===== config.mk =====
export PLATFORM = sky130hd
export DESIGN_NAME = pclk_adapt_out
export DESIGN_NICKNAME = d
export VERILOG_FILES = /design/src/pclk_pkg.sv /design/src/div_if.sv /design/src/pclk_divider.sv /design/src/pclk_adapt_out.sv
export SDC_FILE = /design/constraint.sdc
export NUM_CORES = 1
export LEC_CHECK = 0
export ABC_AREA = 1
export BUFFER_PORTS_ARGS = -buffer_cell sky130_fd_sc_hd__buf_4
export CAP_MARGIN = 20
export CORE_AREA = 8 8 107 109
export DETAILED_ROUTE_END_ITERATION = 7
export DIE_AREA = 0 0 115 117
export PLACE_DENSITY = 0.81
export SYNTH_ARGS = -nofsm -noshare
export SYNTH_HDL_FRONTEND = slang
export SYNTH_SLANG_ARGS = --single-unit

===== constraint.sdc =====
create_clock -name clk -period 7.7 [get_ports clk]
set_clock_uncertainty 0.05 [all_clocks]
set_input_delay 1.155 -clock clk [delete_from_list [all_inputs] [get_ports clk]]
set_output_delay 1.155 -clock clk [all_outputs]
set_load 0.005 [all_outputs]

===== src/pclk_pkg.sv =====
package pclk_pkg;

  // ----------------------------------------------------------------
  // register map
  // ----------------------------------------------------------------
  localparam int ADDR_W = 8;
  localparam int DATA_W = 16;
  localparam logic [7:0] ADDR_CTRL = 8'h0d;
  localparam logic [7:0] ADDR_CFG_AB = 8'h0e;
  localparam logic [7:0] ADDR_CFG_C = 8'h0f;
  localparam logic [7:0] ADDR_WIDTH = 8'h10;
  localparam logic [7:0] ADDR_STATUS = 8'h20;

  // ----------------------------------------------------------------
  // reset values and masks
  // ----------------------------------------------------------------
  localparam logic [15:0] CFG_AB_RESET = 16'h0501;
  localparam logic [7:0] CFG_C_RESET = 8'h03;
  localparam logic [11:0] WIDTH_RESET = 12'h640;
  localparam logic [15:0] CFG_AB_MASK = 16'hefff;
  localparam logic [7:0] CFG_C_MASK = 8'hef;

  // ----------------------------------------------------------------
  // field layout
  // ----------------------------------------------------------------
  localparam int VAR_EN_BIT = 6;
  localparam int DIV_W = 4;
  localparam int SLEW_W = 3;
  localparam int WIDTH_W = 12;
  localparam int DIV_A_LSB = 0;
  localparam int SLEW_A_LSB = 5;
  localparam int DIV_B_LSB = 8;
  localparam int SLEW_B_LSB = 13;
  localparam int DIV_C_LSB = 0;
  localparam int SLEW_C_LSB = 5;
  localparam logic [3:0] DIV_ONE = 4'h1;

  // ----------------------------------------------------------------
  // output buffer fullness thresholds
  // ----------------------------------------------------------------
  localparam int FILL_W = 11;
  localparam logic [10:0] FIFO_CAP = 11'h400;
  localparam logic [10:0] FILL_QUARTER = FIFO_CAP >> 2;
  localparam logic [10:0] FILL_HALF = FIFO_CAP >> 1;
  localparam logic [10:0] FILL_THREEQ = FILL_HALF + FILL_QUARTER;

  // ----------------------------------------------------------------
  // clock source selection
  // ----------------------------------------------------------------
  typedef enum logic [2:0] {
    SRC_A = 3'h1,
    SRC_B = 3'h2,
    SRC_C = 3'h4
  } src_t;

endpackage


===== src/div_if.sv =====
`timescale 1ns/1ps
`default_nettype none

interface div_if;
  logic [3:0] divisor;
  logic restart;
  logic last;
  logic level_next;
  modport ctrl (output divisor, output restart, input last, input level_next);
  modport gen (input divisor, input restart, output last, output level_next);
endinterface

`default_nettype wire


===== src/pclk_divider.sv =====
`timescale 1ns/1ps
`default_nettype none

module pclk_divider (
  input wire logic clk,
  input wire logic rst_n,
  div_if.gen port
);
  typedef struct packed {
    logic [3:0] cnt;
  } div_state_t;

  div_state_t st;
  div_state_t nx;
  logic [3:0] n_eff;
  logic [3:0] high_len;

  // ----------------------------------------------------------------
  // period counter
  // ----------------------------------------------------------------
  always_comb begin
    n_eff = (port.divisor == 4'h0) ? pclk_pkg::DIV_ONE : port.divisor;
    high_len = 4'((5'(n_eff) + 5'h01) >> 1);
    // >= so a divisor cut mid-period wraps at once, not after rolling past 15
    port.last = (st.cnt >= n_eff - pclk_pkg::DIV_ONE);
    nx = st;
    if (port.restart || port.last) begin
      nx.cnt = 4'h0;
    end else begin
      nx.cnt = st.cnt + 4'h1;
    end
    // high phase first, so a fresh period never begins with a low runt
    port.level_next = (nx.cnt < high_len);
  end

  always_ff @(posedge clk) begin
    if (!rst_n) begin
      st <= '{cnt: 4'h0};
    end else begin
      st <= nx;
    end
  end

  a_div_range: assert property (@(posedge clk) disable iff (!rst_n)
    (port.divisor == $past(port.divisor)) |-> (st.cnt < n_eff))
    else $error("divider count beyond divisor");

  a_div_wrap: assert property (@(posedge clk) disable iff (!rst_n)
    (port.last || port.restart) |=> (st.cnt == 4'h0))
    else $error("divider did not wrap at period end");

endmodule

`default_nettype wire


===== src/pclk_adapt_out.sv =====
`timescale 1ns/1ps
`default_nettype none

// Notes on behaviour
// - second source is master clock over its 4-bit divisor, default 5, zero as one
// - adaptive: first source moves to second at half buffer fullness
// - third source is master clock over its 4-bit divisor, default 3, zero as one
// - adaptive: second source moves to third at three quarters fullness
// - pad slew follows the 3-bit slew field of the selected source
// - each spoof line carries exactly the programmed width in bytes, default 1600
// - switching only with variable clock enable set, else first source
// - third back to second below half, second to first below quarter
// - every frame starts on the first source
// - first source is master clock over its 4-bit divisor, default 1, zero as one
module pclk_adapt_out (
  input wire logic clk,
  input wire logic rst_n,
  input wire logic [7:0] reg_addr,
  input wire logic [15:0] reg_wdata,
  input wire logic reg_wr,
  input wire logic reg_rd,
  output logic [15:0] reg_rdata,
  input wire logic [10:0] fifo_fill,
  input wire logic frame_start,
  input wire logic line_start,
  input wire logic [7:0] byte_in,
  output logic byte_take,
  output logic [7:0] byte_out,
  output logic line_valid,
  output logic pixel_out_clock,
  output logic [2:0] pixel_out_slew
);
  typedef struct packed {
    pclk_pkg::src_t sel;
    logic frame_pend;
    logic pclk;
    logic [2:0] slew;
    logic line_active;
    logic [11:0] count;
    logic [11:0] line_width;
    logic [7:0] data;
    logic take;
    logic var_en;
    logic [15:0] cfg_ab;
    logic [7:0] cfg_c;
    logic [11:0] width;
    logic [15:0] rdata;
  } state_t;

  state_t st;
  state_t nx;
  pclk_pkg::src_t tgt;
  logic cur_last;
  logic [2:0] restart;
  logic [2:0] slew_a;
  logic [2:0] slew_b;
  logic [2:0] slew_c;

  // ----------------------------------------------------------------
  // source dividers
  // ----------------------------------------------------------------
  div_if div_a ();
  div_if div_b ();
  div_if div_c ();

  assign div_a.divisor = st.cfg_ab[pclk_pkg::DIV_A_LSB +: pclk_pkg::DIV_W];
  assign div_b.divisor = st.cfg_ab[pclk_pkg::DIV_B_LSB +: pclk_pkg::DIV_W];
  assign div_c.divisor = st.cfg_c[pclk_pkg::DIV_C_LSB +: pclk_pkg::DIV_W];
  assign div_a.restart = restart[0];
  assign div_b.restart = restart[1];
  assign div_c.restart = restart[2];

  pclk_divider u_div_a (
    .clk(clk),
    .rst_n(rst_n),
    .port(div_a.gen)
  );

  pclk_divider u_div_b (
    .clk(clk),
    .rst_n(rst_n),
    .port(div_b.gen)
  );

  pclk_divider u_div_c (
    .clk(clk),
    .rst_n(rst_n),
    .port(div_c.gen)
  );

  assign slew_a = st.cfg_ab[pclk_pkg::SLEW_A_LSB +: pclk_pkg::SLEW_W];
  assign slew_b = st.cfg_ab[pclk_pkg::SLEW_B_LSB +: pclk_pkg::SLEW_W];
  assign slew_c = st.cfg_c[pclk_pkg::SLEW_C_LSB +: pclk_pkg::SLEW_W];

  // ----------------------------------------------------------------
  // next state
  // ----------------------------------------------------------------
  always_comb begin
    nx = st;
    nx.take = 1'b0;
    nx.rdata = 16'h0000;
    case (st.sel)
      pclk_pkg::SRC_A: cur_last = div_a.last;
      pclk_pkg::SRC_B: cur_last = div_b.last;
      pclk_pkg::SRC_C: cur_last = div_c.last;
      default: cur_last = 1'b1;
    endcase

    // fullness driven target
    tgt = st.sel;
    case (st.sel)
      pclk_pkg::SRC_A: begin
        if (st.var_en && fifo_fill >= pclk_pkg::FILL_HALF) begin
          tgt = pclk_pkg::SRC_B;
        end
      end
      pclk_pkg::SRC_B: begin
        if (!st.var_en) begin
          tgt = pclk_pkg::SRC_A;
        end else if (fifo_fill >= pclk_pkg::FILL_THREEQ) begin
          tgt = pclk_pkg::SRC_C;
        end else if (fifo_fill < pclk_pkg::FILL_QUARTER) begin
          tgt = pclk_pkg::SRC_A;
        end
      end
      pclk_pkg::SRC_C: begin
        if (!st.var_en) begin
          tgt = pclk_pkg::SRC_A;
        end else if (fifo_fill < pclk_pkg::FILL_HALF) begin
          tgt = pclk_pkg::SRC_B;
        end
      end
      default: tgt = pclk_pkg::SRC_A;
    endcase
    if (st.frame_pend || frame_start) begin
      tgt = pclk_pkg::SRC_A;
    end

    // swap only when the running period ends; new source starts fresh
    restart = 3'h0;
    if (cur_last) begin
      nx.frame_pend = 1'b0;
      nx.sel = tgt;
      if (tgt != st.sel) begin
        restart = tgt;
      end
    end else if (frame_start) begin
      nx.frame_pend = 1'b1;
    end

    case (nx.sel)
      pclk_pkg::SRC_A: nx.pclk = div_a.level_next;
      pclk_pkg::SRC_B: nx.pclk = div_b.level_next;
      pclk_pkg::SRC_C: nx.pclk = div_c.level_next;
      default: nx.pclk = 1'b0;
    endcase
    case (nx.sel)
      pclk_pkg::SRC_A: nx.slew = slew_a;
      pclk_pkg::SRC_B: nx.slew = slew_b;
      pclk_pkg::SRC_C: nx.slew = slew_c;
      default: nx.slew = slew_a;
    endcase

    // spoof line: width latched so a mid-line write cannot stretch it
    if (!st.line_active) begin
      if (line_start && st.width != 12'h000 && !st.frame_pend) begin
        nx.line_active = 1'b1;
        nx.count = 12'h000;
        nx.line_width = st.width;
      end
    end else if (cur_last) begin
      if (st.count >= st.line_width) begin
        nx.line_active = 1'b0;
      end else begin
        nx.data = byte_in;
        nx.take = 1'b1;
        nx.count = st.count + 12'h001;
      end
    end

    // register port
    if (reg_wr) begin
      case (reg_addr)
        pclk_pkg::ADDR_CTRL: nx.var_en = reg_wdata[pclk_pkg::VAR_EN_BIT];
        pclk_pkg::ADDR_CFG_AB: nx.cfg_ab = reg_wdata & pclk_pkg::CFG_AB_MASK;
        pclk_pkg::ADDR_CFG_C: nx.cfg_c = reg_wdata[7:0] & pclk_pkg::CFG_C_MASK;
        pclk_pkg::ADDR_WIDTH: nx.width = reg_wdata[pclk_pkg::WIDTH_W-1:0];
        default: nx.var_en = st.var_en;
      endcase
    end
    if (reg_rd) begin
      case (reg_addr)
        pclk_pkg::ADDR_CTRL: nx.rdata = 16'(st.var_en) << pclk_pkg::VAR_EN_BIT;
        pclk_pkg::ADDR_CFG_AB: nx.rdata = st.cfg_ab;
        pclk_pkg::ADDR_CFG_C: nx.rdata = {8'h00, st.cfg_c};
        pclk_pkg::ADDR_WIDTH: nx.rdata = {4'h0, st.width};
        pclk_pkg::ADDR_STATUS: nx.rdata = {11'h000, st.frame_pend, st.line_active, st.sel};
        default: nx.rdata = 16'h0000;
      endcase
    end
  end

  // ----------------------------------------------------------------
  // state register
  // ----------------------------------------------------------------
  always_ff @(posedge clk) begin
    if (!rst_n) begin
      st <= '{
        sel: pclk_pkg::SRC_A,
        frame_pend: 1'b0,
        pclk: 1'b1,
        slew: 3'h0,
        line_active: 1'b0,
        count: 12'h000,
        line_width: 12'h000,
        data: 8'h00,
        take: 1'b0,
        var_en: 1'b0,
        cfg_ab: pclk_pkg::CFG_AB_RESET,
        cfg_c: pclk_pkg::CFG_C_RESET,
        width: pclk_pkg::WIDTH_RESET,
        rdata: 16'h0000
      };
    end else begin
      st <= nx;
    end
  end

  assign reg_rdata = st.rdata;
  assign byte_take = st.take;
  assign byte_out = st.data;
  assign line_valid = st.line_active;
  assign pixel_out_clock = st.pclk;
  assign pixel_out_slew = st.slew;

  // ----------------------------------------------------------------
  // checks
  // ----------------------------------------------------------------
  a_up_to_b: assert property (@(posedge clk) disable iff (!rst_n)
    (st.sel == pclk_pkg::SRC_A && st.var_en && fifo_fill >= pclk_pkg::FILL_HALF
     && cur_last && !st.frame_pend && !frame_start) |=> (st.sel == pclk_pkg::SRC_B))
    else $error("no move to second source at half fullness");

  a_up_to_c: assert property (@(posedge clk) disable iff (!rst_n)
    (st.sel == pclk_pkg::SRC_B && st.var_en && fifo_fill >= pclk_pkg::FILL_THREEQ
     && cur_last && !st.frame_pend && !frame_start) |=> (st.sel == pclk_pkg::SRC_C))
    else $error("no move to third source at three quarters");

  a_down_to_b: assert property (@(posedge clk) disable iff (!rst_n)
    (st.sel == pclk_pkg::SRC_C && st.var_en && fifo_fill < pclk_pkg::FILL_HALF
     && cur_last && !st.frame_pend && !frame_start) |=> (st.sel == pclk_pkg::SRC_B))
    else $error("no step back from third source");

  a_down_to_a: assert property (@(posedge clk) disable iff (!rst_n)
    (st.sel == pclk_pkg::SRC_B && st.var_en && fifo_fill < pclk_pkg::FILL_QUARTER
     && cur_last) |=> (st.sel == pclk_pkg::SRC_A))
    else $error("no step back to first source");

  a_hold_first: assert property (@(posedge clk) disable iff (!rst_n)
    (!st.var_en && st.sel == pclk_pkg::SRC_A) |=> (st.sel == pclk_pkg::SRC_A))
    else $error("source left first with adaptive off");

  a_frame_first: assert property (@(posedge clk) disable iff (!rst_n)
    frame_start |-> ##[1:16] (st.sel == pclk_pkg::SRC_A && !st.frame_pend))
    else $error("frame did not start on first source");

  a_switch_edge: assert property (@(posedge clk) disable iff (!rst_n)
    $changed(st.sel) |-> ($past(cur_last) && st.pclk))
    else $error("source changed inside a period");

  a_slew_track: assert property (@(posedge clk) disable iff (!rst_n)
    (st.sel == pclk_pkg::SRC_C) |-> (st.slew == $past(slew_c)))
    else $error("pad slew does not follow third source");

  a_line_bytes: assert property (@(posedge clk) disable iff (!rst_n)
    $fell(st.line_active) |-> ($past(st.count) == $past(st.line_width)))
    else $error("line ended with wrong byte count");

  a_take_in_line: assert property (@(posedge clk) disable iff (!rst_n)
    st.take |-> (st.line_active && st.count != 12'h000))
    else $error("byte sent outside a line");

  a_slew_first: assert property (@(posedge clk) disable iff (!rst_n)
    (st.sel == pclk_pkg::SRC_A) |-> (st.slew == $past(slew_a)))
    else $error("pad slew does not follow first source");

  a_slew_second: assert property (@(posedge clk) disable iff (!rst_n)
    (st.sel == pclk_pkg::SRC_B) |-> (st.slew == $past(slew_b)))
    else $error("pad slew does not follow second source");

  a_drop_to_first: assert property (@(posedge clk) disable iff (!rst_n)
    (!st.var_en && cur_last) |=> (st.sel == pclk_pkg::SRC_A))
    else $error("adaptive off did not return to first source");

  a_fresh_period: assert property (@(posedge clk) disable iff (!rst_n)
    (cur_last && tgt != st.sel) |=> st.pclk)
    else $error("new source did not open with a high phase");

endmodule

`default_nettype wire


==> metrics.cfg <==
[outcome]
status=completed

[route]
drtAntennaViolNets=0
num_vias=5015
drc=0
dr.first_iter.drc_count=386
first_pass_iters=6
via_per_inst=5.45
wl_mm=13.7
wl_per_cell_um=14.9

[finish]
final-seq-area_um2=2080
multi_input_area_um2=2940
diodes=0
layout.cells.non_filler=921
final_common_cell=nand2_1
nets=872
area_delta_synth_final_pct=9.86
layout-drive-gt1-share_pct=16.2
fillers=873
final_cell_mix=117 x nand2_1, 104 x dfxtp_1, 79 x inv_1, 78 x nor2_1, 68 x buf_4

[clock_tree]
cts_hold_buf=0
clkSlewWorstSetupHoldPaths_ns=0.10
root_buffer=clkbuf_8
cts_resized=0
cts_buffer_depth=2
cts_tree=yes
numCtsBuffers=9
post_cts_buffers=0
worstSkewPairLatency_ns=0.36
htree_levels=3
clkSinkCount=104

[global_route]
first_global_vias=4934
grt_util_all_layers_pct=20.8
grt_pass1_wl_mm=22.6
grt_overflow=0
antenna_found_initial=0
grt_max_degree=67

[logic_synthesis]
synthArstFlopShare_pct=0
syn_nets=847
postSynthCellCount=755
avgSynthCellArea_um2=7.55
synth_area_um2=5700
synth_warnings=0
seq_area_frac_synth_pct=36.5
synth_edf_count=0
ys.flop_type=dfxtp_1
synth_seq_cells=104
synth_cell_types=50

[die]
core_area_um2=9910
die_h_um=117
initial_utilization_pct=57.5
fp-row-count=37
die_area_um2=13500
ios=79
die_w_um=115

[sta]
min_period_over_period_pct=48.5
hold_viol_final=0
finalSetupViolCount=0
tightest_slew_ns=0.928
fin_hold_ws_ns=0.421
rsz0062_at_grt=false
fmax_mhz=268
slew_headroom_pct=37.8
slew_violations=0
finalCriticalPeriod_ns=3.73
setup_tns_ns=0

[worst_setup_path]
critPathArrivalTime_ns=4.00
cpMaxStageDelayCell=dfxtp_1
startpoint_type=flop
end_kind=flop
max_stage_delay_ns=0.40
cp_cell_sequence=inv_1 > nand3_1 > o21ai_0 > inv_1 > ha_1 > ha_1 > inv_1 > nor2_1 > o21ai_0 > nand3_1 > nand2_4 > nand2_4 > nor2_8 > inv_4 > nand2_1 > nand2_1 > nor2_1 > ha_1 > nand2_1 > nor3b_2 > nand2_1 > nand3_2
critPathMostFrequentCell=nand2_1
crit_path_max_fanout=6
r2r_start=div_b.divisor[2]
crit_end=pixel_out_clock
reg2reg_slack_ns=3.97
cp.required_ns=7.96
startpoint=div_b.divisor[2]
reg2regPathDepth=22
critical_path_class=reg2reg
r2r-end=pixel_out_clock

[placement]
dp_cells=905
gp_congestion=0.871
port-buffer-count=68
dp_hpwl_mm=10.4

[flow_run]
maxCapViolations=0

[pwr]
p_per_area_nw_per_um2=244
leakage_nw=2.77
peakVddDrop_v=0.000126

[hold_path]
hold_path_class=reg2reg

[logic make-up after synthesis]
logic type	Yosys count	share of synthesized area, %
DFF	104	36.5
adders and majority gates	43	9.44
other	1	0.0658
and+or+nand+nor	293	23.7
buffers and inverters	147	11.9
xor gates and xnor gates	19	2.92
AOI/OAI and AO/OA	148	15.4
[layout make-up]
| class | count | area share, % |
|---|---|---|
| clock buffer | 11 | 2.26 |
| inverter | 93 | 5.66 |
| multi-input combinational | 504 | 47.0 |
| tap | 136 | 2.72 |
| clock inverter | 5 | 0.999 |
| timing repair buffer | 68 | 8.16 |
| sequential | 104 | 33.3 |
[registers in the layout, indices dropped and copies added (netlist names), 3 cells and up]
| signal | cells |
|---|---|
| byte_out | 8 |
| div_a.divisor | 4 |
| div_b.divisor | 4 |
| div_c.divisor | 4 |
| pixel_out_slew | 3 |
| reg_rdata | 15 |
| slew_a | 3 |
| slew_b | 3 |
| slew_c | 3 |
| st | 42 |
| u_div_a.st | 4 |
| u_div_b.st | 4 |
| u_div_c.st | 4 |
[cells in the mapped netlist (2+ instances only)]
cell type    n  area, um2
a211oi_2     3       37.5
a21oi_1     54        270
a21oi_4      2       32.5
a221oi_1     3       26.3
a31oi_1      5       31.3
buf_2        3       15.0
buf_4       27        203
buf_6        2       22.5
clkbuf_1    21       78.8
dfxtp_1    104       2080
ha_1        43        538
inv_1       79        297
inv_2       11       41.3
inv_4        2       12.5
nand2_1    117        439
nand2_2      4       25.0
nand2_4      5       56.3
nand3_1     44        220
nand3_2      3       30.0
nand3b_1     3       22.5
nand4_1      5       31.3
nor2_1      78        293
nor2_2       2       12.5
nor2_4       3       33.8
nor3_1      17       85.1
nor3_2       2       20.0
nor4_1       4       25.0
o211ai_1     5       37.5
o21a_1       2       15.0
o21ai_0     49        245
o21ai_1      8       40.0
o21bai_1     3       22.5
o221ai_1     4       35.0
o31ai_1      4       30.0
or2_2        2       12.5
xnor2_1     12        105
xor2_1       7       61.3
[metal layers]
layer,vias up,wire [um],GRT usage (%)
met1,2292,6120,25.1
li1,2505,-,-
met3,28,890,3.44
met5,-,0,0
met2,190,6450,36.5
met4,0,244,7.88
[worst min-delay path by stage]
stage / start / to / slack, ns / cells after the start
6_report: st[71] / st[71] / 0.42 / 2
5_1_grt: st[69] / st[69] / 0.45 / 2
4_1_cts: st[69] / st[69] / 0.42 / 2
3_5_place_dp: st[69] / st[69] / 0.41 / 2
3_3_place_gp: st[71] / st[71] / 0.40 / 2
2_1_floorplan: st[64] / st[64] / 0.39 / 2
[power by group]
group,switching (mW),total (mW),internal (mW),leakage (nW)
Clock,0.194,0.356,0.162,0.0966
Sequential,0.0449,0.641,0.596,0.844
Combinational,0.334,0.528,0.194,1.82
[through the flow]
stage / cell area (um2) / setup WS, ns / util (%) / total power [mW]
final: 6260 / 3.97 / 63.2 / 1.53
after global routing: 6260 / 3.61 / 63.2 / 1.62
after CTS: 6260 / 3.98 / 63.2 / 1.53
after detailed placement: 6060 / 4.02 / 61.1 / 1.18
after global placement: 6060 / 4.14 / 61.1 / 1.16
after floorplan: 5700 / 4.55 / - / 1.05
[worst max-delay path: cells and delay by family (launching register included)]
kind / cells / cell delay [ns]
AOI/OAI and AO/OA: 2 / 0.38
DFF: 1 / 0.40
and+or+nand+nor: 13 / 1.60
adders and majority gates: 3 / 0.91
buffers and inverters: 4 / 0.35
Power figures use the tool's default switching activity.
